===== config.mk =====
export PLATFORM = sky130hd
export DESIGN_NAME = crb_reset_seq
export DESIGN_NICKNAME = d
export VERILOG_FILES = /design/src/verilog/crb_pkg.sv /design/src/verilog/crb_pulse_filter.sv /design/src/verilog/crb_reset_seq.sv
export VERILOG_INCLUDE_DIRS = /design/src /design/src/verilog
export SDC_FILE = /design/constraint.sdc
export NUM_CORES = 1
export LEC_CHECK = 0
export BUFFER_PORTS_ARGS = -buffer_cell sky130_fd_sc_hd__buf_2
export CAP_MARGIN = 10
export CORE_MARGIN = 2
export CORE_UTILIZATION = 30
export DETAILED_ROUTE_END_ITERATION = 8
export HOLD_SLACK_MARGIN = 0.03
export MAX_ROUTING_LAYER = met4
export PLACE_DENSITY_LB_ADDON = 0.05
export REMOVE_ABC_BUFFERS = 1
export SYNTH_ARGS = -nofsm -noshare
export SYNTH_HDL_FRONTEND = slang
export SYNTH_SLANG_ARGS = --single-unit

===== constraint.sdc =====
create_clock -name core_clk -period 3 [get_ports core_clk]
set_input_delay 0.6 -clock core_clk [delete_from_list [all_inputs] [get_ports core_clk]]
set_output_delay 0.6 -clock core_clk [all_outputs]
set_load 0.02 [all_outputs]

===== src/verilog/crb_map.svh =====
// Constants for the carrier reset and boot-hold sequencer
`ifndef CRB_MAP_SVH
`define CRB_MAP_SVH
`define CRB_CLK_MHZ       200
`define CRB_GLITCH_NS     100
`define CRB_GLITCH_CYC    ((`CRB_GLITCH_NS * `CRB_CLK_MHZ + 999) / 1000)
`define CRB_HOLD_MS       200
`define CRB_HOLD_CYC      (`CRB_HOLD_MS * 1000 * `CRB_CLK_MHZ)
`define CRB_POR_MS        10
`define CRB_POR_CYC       (`CRB_POR_MS * 1000 * `CRB_CLK_MHZ)
`define CRB_NUM_SLOTS     4
`define CRB_CNT_W         27
`endif


===== src/verilog/crb_pkg.sv =====
// Types for the carrier reset and boot-hold sequencer
package crb_pkg;
  typedef enum logic [2:0] {
    CRB_POR  = 3'h1,
    CRB_HOLD = 3'h2,
    CRB_RUN  = 3'h4
  } crb_state_t;
endpackage


===== src/verilog/crb_pulse_filter.sv =====
// Low-pulse qualifier and retriggerable stretch for the external reset input
`include "crb_map.svh"
module crb_pulse_filter #(
  parameter int HOLD_CYC = `CRB_HOLD_CYC
) (
  input  wire logic core_clk, // System clock
  input  wire logic rst,      // Synchronous reset
  input  wire logic extRstN,  // External reset input, low active
  output logic      stretchOn // Qualified, stretched reset
);
  typedef struct packed {
    logic [4:0]              lowCnt;
    logic [`CRB_CNT_W-1:0]   holdCnt;
    logic                    on;
  } crb_flt_t;
  crb_flt_t st_r, st_nxt;
  localparam logic [4:0] GLITCH = 5'(`CRB_GLITCH_CYC);
  localparam logic [`CRB_CNT_W-1:0] HOLD = `CRB_CNT_W'(HOLD_CYC);

  always_comb begin
    st_nxt = st_r;
    if (!extRstN) begin
      if (st_r.lowCnt != GLITCH) st_nxt.lowCnt = st_r.lowCnt + 5'h1;
    end else begin
      st_nxt.lowCnt = 5'h0;
    end
    // Every qualified low cycle reloads, so a held input keeps reset on
    if (!extRstN && st_r.lowCnt >= GLITCH - 5'h1) begin // [RULE13]
      st_nxt.holdCnt = HOLD;
      st_nxt.on      = 1'b1;
    end else if (st_r.holdCnt != '0) begin
      st_nxt.holdCnt = st_r.holdCnt - `CRB_CNT_W'(1);
    end else begin
      st_nxt.on = 1'b0;
    end
  end

  always_ff @(posedge core_clk) begin
    if (rst) st_r <= '0;
    else     st_r <= st_nxt;
  end
  assign stretchOn = st_r.on;

  AST_SHORT_IGNORED: assert property ( // [RULE13]
    @(posedge core_clk) disable iff (rst)
    (!st_r.on && extRstN) ##1 !extRstN ##1 extRstN |=> !st_r.on)
    else $error("Short low pulse started reset");
  AST_QUALIFY: assert property ( // [RULE13]
    @(posedge core_clk) disable iff (rst)
    !extRstN && st_r.lowCnt == GLITCH - 5'h1
      |=> st_r.on && st_r.holdCnt == HOLD)
    else $error("Qualified low did not load the hold interval");
  AST_LONG_TAKEN: assert property ( // [RULE13]
    @(posedge core_clk) disable iff (rst)
    !extRstN && st_r.lowCnt == GLITCH
      |=> st_r.on && st_r.holdCnt == HOLD)
    else $error("Held low did not keep reset loaded");
endmodule // crb_pulse_filter


===== src/verilog/crb_reset_seq.sv =====
// Board reset combiner, power-up delay, indicators and boot-hold line
`include "crb_map.svh"
// ---------------------------------------------------------------
// Function
// RULE1: Board reset generated on its own after power-up, no host needed.
// RULE2: Power-up reset held for a delay after supplies are stable.
// RULE3: Host bus reset or reset-register write reasserts board reset.
// RULE4: During reset all circuitry cleared, FIFO links torn down and flushed.
// RULE5: Module reset driven to every slot, inter-board modules included.
// RULE6: Modules reset logic but keep programmable-logic configuration.
// RULE7: Reset indicator lit exactly while board reset is asserted.
// RULE8: Board reset is OR of each slot request and host bus reset.
// RULE9: Carrier supplies passive high level on shared boot-hold line.
// RULE10: Processor modules hold boot-hold low until software releases it.
// RULE11: Hardware depending on boot-hold stays off while line is low.
// RULE12: Boot-hold buffered; indicator lit while the line is low.
// RULE13: Ignore external lows under 100ns; hold 0.2s, retriggered.
// RULE14: Reset asserts immediately, releases synchronously to the clock. Code registers the assertion too, one clock after the source.
// ---------------------------------------------------------------
module crb_reset_seq #(
  parameter int POR_CYC  = `CRB_POR_CYC,
  parameter int HOLD_CYC = `CRB_HOLD_CYC
) (
  input  wire logic                      core_clk,      // 200 MHz clock
  input  wire logic                      rst,           // Power-good reset
  input  wire logic                      hostBusRst,    // Host bus reset
  input  wire logic                      swRstWr,       // Reset reg write
  input  wire logic [`CRB_NUM_SLOTS-1:0] slot_remote_reset_request, // Slots
  input  wire logic                      extRstN,       // External reset
  input  wire logic                      bootHoldIn,    // Boot-hold level
  output logic                           boardRst,      // Board reset
  output logic      [`CRB_NUM_SLOTS-1:0] moduleRst,     // Per slot reset
  output logic                           fifoFlush,     // FIFO teardown
  output logic                           rstLed,        // Reset indicator
  output logic                           bootHoldPullOut, // Pull-up drive
  output logic                           bootHoldPullOe,  // Pull-up enable
  output logic                           bootHoldLed,   // Boot-hold lamp
  output logic                           bootDone       // Boot-hold high, board out of reset
);
  // ---------------------------------------------------------------
  // State
  // ---------------------------------------------------------------
  typedef struct packed {
    crb_pkg::crb_state_t        fsm;
    logic [`CRB_CNT_W-1:0]      porCnt;
    logic                       brd;
    logic [`CRB_NUM_SLOTS-1:0]  mod;
    logic                       flush;
    logic                       led;
    logic                       bhLed;
    logic                       bhDone;
  } crb_seq_t;
  crb_seq_t st_r, st_nxt;
  localparam logic [`CRB_CNT_W-1:0] POR = `CRB_CNT_W'(POR_CYC);

  logic extOn;
  logic srcAct;

  crb_pulse_filter #(.HOLD_CYC(HOLD_CYC)) u_flt (
    .core_clk  (core_clk),
    .rst       (rst),
    .extRstN   (extRstN),
    .stretchOn (extOn)
  );

  // Any single source resets the whole board
  assign srcAct = hostBusRst | swRstWr | (|slot_remote_reset_request)
                | extOn; // [RULE3] [RULE8]

  // ---------------------------------------------------------------
  // Next state
  // ---------------------------------------------------------------
  always_comb begin
    st_nxt = st_r;
    case (st_r.fsm)
      crb_pkg::CRB_POR: begin
        // Stands in for the CR delay past stable supplies
        if (st_r.porCnt == POR - `CRB_CNT_W'(1)) begin // [RULE1] [RULE2]
          // A source still high at the end goes straight to hold
          st_nxt.fsm = srcAct ? crb_pkg::CRB_HOLD : crb_pkg::CRB_RUN;
        end else begin
          st_nxt.porCnt = st_r.porCnt + `CRB_CNT_W'(1);
        end
      end
      crb_pkg::CRB_HOLD: begin
        if (!srcAct) st_nxt.fsm = crb_pkg::CRB_RUN;
      end
      crb_pkg::CRB_RUN: begin
        if (srcAct) st_nxt.fsm = crb_pkg::CRB_HOLD;
      end
      default: st_nxt.fsm = crb_pkg::CRB_POR;
    endcase
    // Assert off the raw sources; release only on the state edge
    st_nxt.brd   = srcAct || st_nxt.fsm != crb_pkg::CRB_RUN; // [RULE14]
    st_nxt.mod   = {`CRB_NUM_SLOTS{st_nxt.brd}};              // [RULE5]
    st_nxt.flush = st_nxt.brd;                                // [RULE4]
    st_nxt.led   = st_nxt.brd;                                // [RULE7]
    st_nxt.bhLed  = !bootHoldIn;                              // [RULE12]
    st_nxt.bhDone = bootHoldIn && !st_nxt.brd;                // [RULE11]
  end

  always_ff @(posedge core_clk) begin
    if (rst) begin
      st_r        <= '0;
      st_r.fsm    <= crb_pkg::CRB_POR;
      st_r.brd    <= 1'b1;
      st_r.mod    <= '1;
      st_r.flush  <= 1'b1;
      st_r.led    <= 1'b1;
    end else begin
      st_r <= st_nxt;
    end
  end

  // ---------------------------------------------------------------
  // Outputs
  // ---------------------------------------------------------------
  assign boardRst        = st_r.brd;
  assign moduleRst       = st_r.mod;
  assign fifoFlush       = st_r.flush;
  assign rstLed          = st_r.led;
  // Passive pull: always enabled, high; modules overpower it low
  assign bootHoldPullOut = 1'b1; // [RULE9]
  assign bootHoldPullOe  = 1'b1; // [RULE9]
  assign bootHoldLed     = st_r.bhLed;
  assign bootDone        = st_r.bhDone;

  // ---------------------------------------------------------------
  // Checks
  // ---------------------------------------------------------------
  AST_SRC_ASSERTS: assert property ( // [RULE3]
    @(posedge core_clk) disable iff (rst)
    (hostBusRst || swRstWr || |slot_remote_reset_request) |=> boardRst)
    else $error("Reset source did not assert board reset");

  AST_SLOT_OR: assert property ( // [RULE8]
    @(posedge core_clk) disable iff (rst)
    $rose(|slot_remote_reset_request) |=> boardRst && moduleRst == '1)
    else $error("Slot request not ORed into reset");

  AST_ANY_SLOT: assert property ( // [RULE8]
    @(posedge core_clk) disable iff (rst)
    (|slot_remote_reset_request) |=> moduleRst == '1)
    else $error("Single slot request did not reset all slots");

  AST_MOD_ALL: assert property ( // [RULE5]
    @(posedge core_clk) disable iff (rst)
    moduleRst == {`CRB_NUM_SLOTS{boardRst}})
    else $error("Module reset differs from board reset");

  AST_LED_TRACK: assert property ( // [RULE7]
    @(posedge core_clk) disable iff (rst)
    rstLed == boardRst && fifoFlush == boardRst)
    else $error("Reset lamp or flush out of step");

  AST_FLUSH_ON: assert property ( // [RULE4]
    @(posedge core_clk) disable iff (rst)
    srcAct |=> fifoFlush && boardRst)
    else $error("FIFO teardown missing under reset source");

  // Release only ever leaves from the hold or power-up state
  AST_RELEASE: assert property ( // [RULE14]
    @(posedge core_clk) disable iff (rst)
    $fell(boardRst) |-> $past(st_r.fsm) != crb_pkg::CRB_RUN)
    else $error("Release not from reset state");

  AST_REL_NEXT: assert property ( // [RULE14]
    @(posedge core_clk) disable iff (rst)
    st_r.fsm == crb_pkg::CRB_HOLD && !srcAct |=> !boardRst)
    else $error("Board reset outlived its last source");

  AST_QUIET_RUN: assert property ( // [RULE14]
    @(posedge core_clk) disable iff (rst)
    !boardRst && !srcAct |=> !boardRst)
    else $error("Board reset rose with no source");

  AST_HOLD_STAY: assert property ( // [RULE8]
    @(posedge core_clk) disable iff (rst)
    st_r.fsm == crb_pkg::CRB_HOLD |-> boardRst)
    else $error("Hold state without board reset");

  AST_EXT_TAKEN: assert property ( // [RULE13]
    @(posedge core_clk) disable iff (rst)
    extOn |=> boardRst)
    else $error("Filtered external reset ignored");

  AST_POR_HOLD: assert property ( // [RULE2]
    @(posedge core_clk) disable iff (rst)
    st_r.fsm == crb_pkg::CRB_POR |-> boardRst)
    else $error("Reset dropped during power-up delay");

  AST_POR_LEN: assert property ( // [RULE1] [RULE2]
    @(posedge core_clk) disable iff (rst)
    $fell(boardRst) && $past(st_r.fsm) == crb_pkg::CRB_POR
      |-> $past(st_r.porCnt) == POR - `CRB_CNT_W'(1))
    else $error("Power-up reset released early");

  AST_ONE_HOT: assert property ( // [RULE14]
    @(posedge core_clk) disable iff (rst)
    $onehot(st_r.fsm))
    else $error("Sequencer state not one-hot");

  AST_BH_LED: assert property ( // [RULE12]
    @(posedge core_clk) disable iff (rst)
    !bootHoldIn |=> bootHoldLed && !bootDone)
    else $error("Boot-hold lamp not lit on low");

  AST_BH_OFF: assert property ( // [RULE12]
    @(posedge core_clk) disable iff (rst)
    bootHoldIn |=> !bootHoldLed)
    else $error("Boot-hold lamp lit on high");

  AST_DONE_GATED: assert property ( // [RULE11]
    @(posedge core_clk) disable iff (rst)
    boardRst |-> !bootDone)
    else $error("Boot done shown during board reset");

  AST_DONE_SET: assert property ( // [RULE11]
    @(posedge core_clk) disable iff (rst)
    bootHoldIn && !srcAct && st_r.fsm == crb_pkg::CRB_RUN |=> bootDone)
    else $error("Boot done missing with line released");

  AST_PULL: assert property ( // [RULE9]
    @(posedge core_clk) disable iff (rst)
    bootHoldPullOe && bootHoldPullOut)
    else $error("Boot-hold pull not driven");
endmodule // crb_reset_seq


# Word-level counts from Yosys, hierarchy flattened
# Index checks and enable logic that the tools add are counted.
# word_totals
inputBits,10
regBits,67
wordCells,45
# classes
addsub,3
mux,8
reduce_logical,12
magnitude_cmp,1
n_eq_ne,7
n_bitwise,4
# ops
operator,n
$add A27 B1 Y27 const B,1
$eq A27 B21 Y1 const B,1
$mux W27,1
$reduce_bool A27 Y1,1
$sub A27 B1 Y27 const B,1
$mux W26,1
$mux W3,4
$pmux W3 S3,1
$add A5 B1 Y5 const B,1
$ge A5 B5 Y1 const B,1
$ne A5 B5 Y1 const B,1
$reduce_or A2 Y1,2
$reduce_or A4 Y1,1
$eq A3 B1 Y1 const B,1
$eq A3 B2 Y1 const B,1
$eq A3 B3 Y1 const B,1
$logic_not A1 Y1,3
$ne A3 B3 Y1 const B,1
$or A1 B1 Y1,3
$logic_and A1 B1 Y1,2
$ne A2 B1 Y1 const B,1
$reduce_and A2 Y1,1
$reduce_bool A2 Y1,1
$logic_or A1 B1 Y1,1
2 further kinds,2

# Depth between registers and ports, before layout
# logic_depth
depth_word,10
depth_mapped,8
ltp_nobuf,7

# Cells and area by module
# Synthesis repeated with hierarchy kept, for this count alone.
# unflattened
cells_unflattened,383
area_unflattened_um2,3334.4
# modules_own_cells
mod,cells_per_inst,area_per_inst_um2,n_inst
crb_reset_seq,192,1704.1,1
crb_pulse_filter,191,1630.3,1

# Worst setup path after synthesis
# OpenSTA, ideal clock, no wires.
# synth_path
kind,register to register
start,register u_flt.st_r[5] (netlist name)
end,register u_flt.st_r[19] (netlist name)
stages_incl_launch_ff,9
required_ps,2930
setup_slack_ps,355
t_arrival_ps,2575
period_less_slack_ps,2645
setup_time_ps,70
path_cell_list,dfxtp_1 -> buf_6 -> or4_4 -> or4_1 -> buf_2 -> or3_1 -> buf_2 -> or4_1 -> a21oi_1
# synth_via
elab_chain_cells,1
elab_cells_between_ends,2
cone_classes,add/sub (1); reduce/logical (1)
# synth_lines
item,line_no,text
from (decl),crb_pulse_filter.sv:16,"crb_flt_t st_r, st_nxt;"
from (signal assigned),crb_pulse_filter.sv:40,else st_r <= st_nxt;
$sub A27 B1 Y27 / $reduce_bool A27 Y1 (equally long branches),"crb_pulse_filter.sv:32, crb_pulse_filter.sv:31",
# Parallel ways exist; a longest one is shown, timed or not.
# A chain may end at the register's enable or synchronous reset.

# Final worst setup path
# Ends and elaborated chain as after synthesis.

==> summary.txt <==
Synth
  • Cell Area, Synth: 3193 sq um
  • Simple-Gate Fraction of Synth Area: 30.05%
  • Adder-Cell Fraction of Synth Area: 1.959%
  • Post-Syn Instances: 377
  • Post-synthesis mux area share: 0.6661%
  • Main combinational cell family by area after synthesis: simple AND/OR/NAND/NOR gates
  • Seq/Total Area, Yosys: 41.38%
  • Unique masters post-synth: 47
  • Syn_area_per_cell: 8.470 sq um
  • Synth async-reset ratio: 0%
  • Post-synthesis xor/xnor area fraction: 6.583%
  • Synth warn: 0
  • Synthesis-stage register bit count: 66
  • Compound-gate portion of the synthesized area: 13.87%
  • Post-synth EDFFs: 0
  • Main synth FF type: dfxtp_1

Route
  • DRT Wirelength: 7235 microns
  • TritonRoute pass-1 iters: 4
  • DRC viols: 0
  • Via count: 2704
  • Via/cell ratio: 5.141
  • Post-route ant nets: 0
  • Drt first-iter violations: 94
  • Routed len/inst: 13.75 microns

Clock tree
  • TritonCTS Buffers: 9
  • Root Driver: clkbuf_8
  • Clock Path Buffers: 2
  • Number of gates resized after cts: 0
  • Clock Latency Late Sink: 330 ps
  • CTS Hold Bufs: 0
  • Clk sink count: 66
  • CTS tree: done
  • Post-CTS setup buffers: 0
  • H-tree levels: 3
  • Clk slew on worst S/H paths: 70 ps

Timing
  • Clock Skew: 6.116 ps
  • Relative slew slack: 62.15%
  • Least-Margin Pin Slew: 566.6 ps
  • Hold Vio Cnt, Final: 0
  • Final Max Slew Viols: 0
  • Setup TNS: 0 ps
  • Final period util: 86.54%
  • Fmax: 385.2 MHz
  • RSZ-0062 raised after global routing: no
  • Final setup viols: 0
  • Final hold slack: 438.8 ps
  • Fin crit period: 2596 ps

Die
  • Die area: 11480 sq um
  • Top-Level Pins: 21
  • Row cnt: 37
  • Core area: 10320 sq um
  • Die width: 107.2 microns
  • Initial Utilization: 30.93%
  • Die Height: 107.2 microns

Worst setup path
  • Crit. End Element: flop
  • Arr. time, crit path: 2870 ps
  • R2R Setup Slk: 400 ps
  • CP startpoint kind: flop
  • CP Data Required Time: 3270 ps
  • Crit Path Class: flop to flop
  • Crit Path Max Fanout: 8

Layout
  • N_diodes: 0
  • Most frequent cells in the layout: 66 x dfxtp_1, 35 x a21oi_1, 32 x nor2_1
  • Sequential cell area: 1321 sq um
  • Layout cell share with drive strength beyond 1: 12.82%
  • Most common cell after layout, fill and taps aside: dfxtp_1
  • Final std cells w/o fill: 526
  • Fillers: 1097
  • Syn-to-layout area delta: 11.44%
  • Post-layout net count: 401
  • Multi-input logic area: 1709 sq um

Power and ir drop
  • Switch Pwr: 1.078 mW
  • Pwr dens: 820.8 nW/um^2
  • Pint: 1.843 mW
  • Peak supply drop: 559.4 uV
  • Clock power frac: 25.4%
  • Seq pwr share: 39.6%
  • Combinational group share of total power: 35.0%
  • Sw Ratio: 36.90%
  • Leakage: 1.180 nW

GRT
  • Initial antenna violation count: 0
  • First-pass GRT wire length: 12520 microns
  • Grt ovf: 0
  • Vias in the first global route: 2504
  • Total GRT Usage: 14.17%
  • Largest net degree at the start of global routing: 30

Placed design
  • Input/output buffers: 18
  • Post-DP HPWL: 4987 microns
  • Routability cong.: 0.7870
  • Cells after DPL: 511

Outcome
  • Outcome: finished clean

Job
  • Max cap viols: 0

Min path
  • Class of the worst hold path: primary input to flop
## synthesized netlist by cell type, drive strengths merged, types with 4 or more instances
| cell type | n | area (sq um) |
|---|---|---|
| a21oi | 35 | 175.2 |
| and4 | 4 | 35.03 |
| buf | 13 | 88.84 |
| clkbuf | 14 | 52.55 |
| dfxtp | 66 | 1321 |
| ha | 5 | 62.56 |
| inv | 8 | 30.03 |
| nand2 | 14 | 52.55 |
| nand2b | 6 | 37.54 |
| nand3 | 16 | 80.08 |
| nand4 | 6 | 37.54 |
| nor2 | 32 | 120.1 |
| nor3 | 16 | 80.08 |
| nor4 | 11 | 68.82 |
| o21ai | 20 | 100.1 |
| o31ai | 10 | 75.07 |
| or2 | 4 | 25.02 |
| or3 | 20 | 126.4 |
| or4 | 20 | 153.9 |
| xnor2 | 16 | 140.1 |
| xor2 | 8 | 70.07 |
## layer usage
layer	track usage [%]	routed length (microns)
met5	-	0
met4	4.731	99
met3	4.195	188
met2	21.75	3433
met1	17.83	3514
## power by group through the flow
stage | combinational (mW) | clock [mW] | sequential [mW]
after floorplan | 0.779 | 0 | 1.13
after global placement | 1.03 | 0 | 1.18
after detailed placement | 1.03 | 0 | 1.17
after CTS | 1.03 | 0.779 | 1.16
after global routing | 1.17 | 0.816 | 1.18
final | 1.02 | 0.741 | 1.16
## logic make-up (layout without fill, tap and decap cells)
kind of cell / Yosys count / in the layout
adder cells (fa/ha/maj): 5 / 5
multiplexers: 2 / 2
buffers and inverters: 35 / 47
XOR/XNOR: 24 / 24
AO/OA/AOI/OAI: 77 / 77
AND/OR/NAND/NOR: 167 / 167
other: 1 / 2
flip-flops: 66 / 66
## worst max-delay path: stages (launching register included)
cell	delay, ps
dfxtp_1	380
or4_4	580
or4_1	500
or3_1	490
or4_1	430
a21oi_1	140
## path summary, 6_finish.rpt
path,start,to,depth (start not counted)
hold reg to reg,u_flt.st_r[19]$_SDFFE_PP0P_,u_flt.st_r[19]$_SDFFE_PP0P_,2
setup / recovery,u_flt.st_r[5]$_SDFFE_PP0P_,u_flt.st_r[19]$_SDFFE_PP0P_,5
hold / removal,bootHoldIn,bootHoldLed$_SDFF_PP0_,2
setup reg to reg,u_flt.st_r[5]$_SDFFE_PP0P_,u_flt.st_r[19]$_SDFFE_PP0P_,5
## layout make-up
| class | count | share of cell area [%] |
|---|---|---|
| flip-flops and latches | 66 | 37.13 |
| multi-input cells | 277 | 48.03 |
| clock buffers | 10 | 3.868 |
| clock inverters | 5 | 1.547 |
| repair buffers | 24 | 3.797 |
| inverters | 8 | 0.8439 |
| well taps | 136 | 4.782 |
## stage by stage
step,setup WS (ps),util [%],power (mW),area [sq um]
3_5_place_dp,416.7,32.60,2.200,3366
3_3_place_gp,426.5,32.60,2.204,3366
2_1_floorplan,67.18,-,1.912,3055
6_report,403.8,34.47,2.921,3558
5_1_grt,147.7,34.47,3.167,3558
4_1_cts,396.3,34.47,2.969,3558
## sequential cells by signal, indices dropped and copies added, names as in the netlist
register,flops
bootHoldLed,1
u_flt.st_r,32
bootDone,1
st_r,30
u_flt.stretchOn,1
rstLed,1
Note: power is estimated with default switching activity, not from simulation.
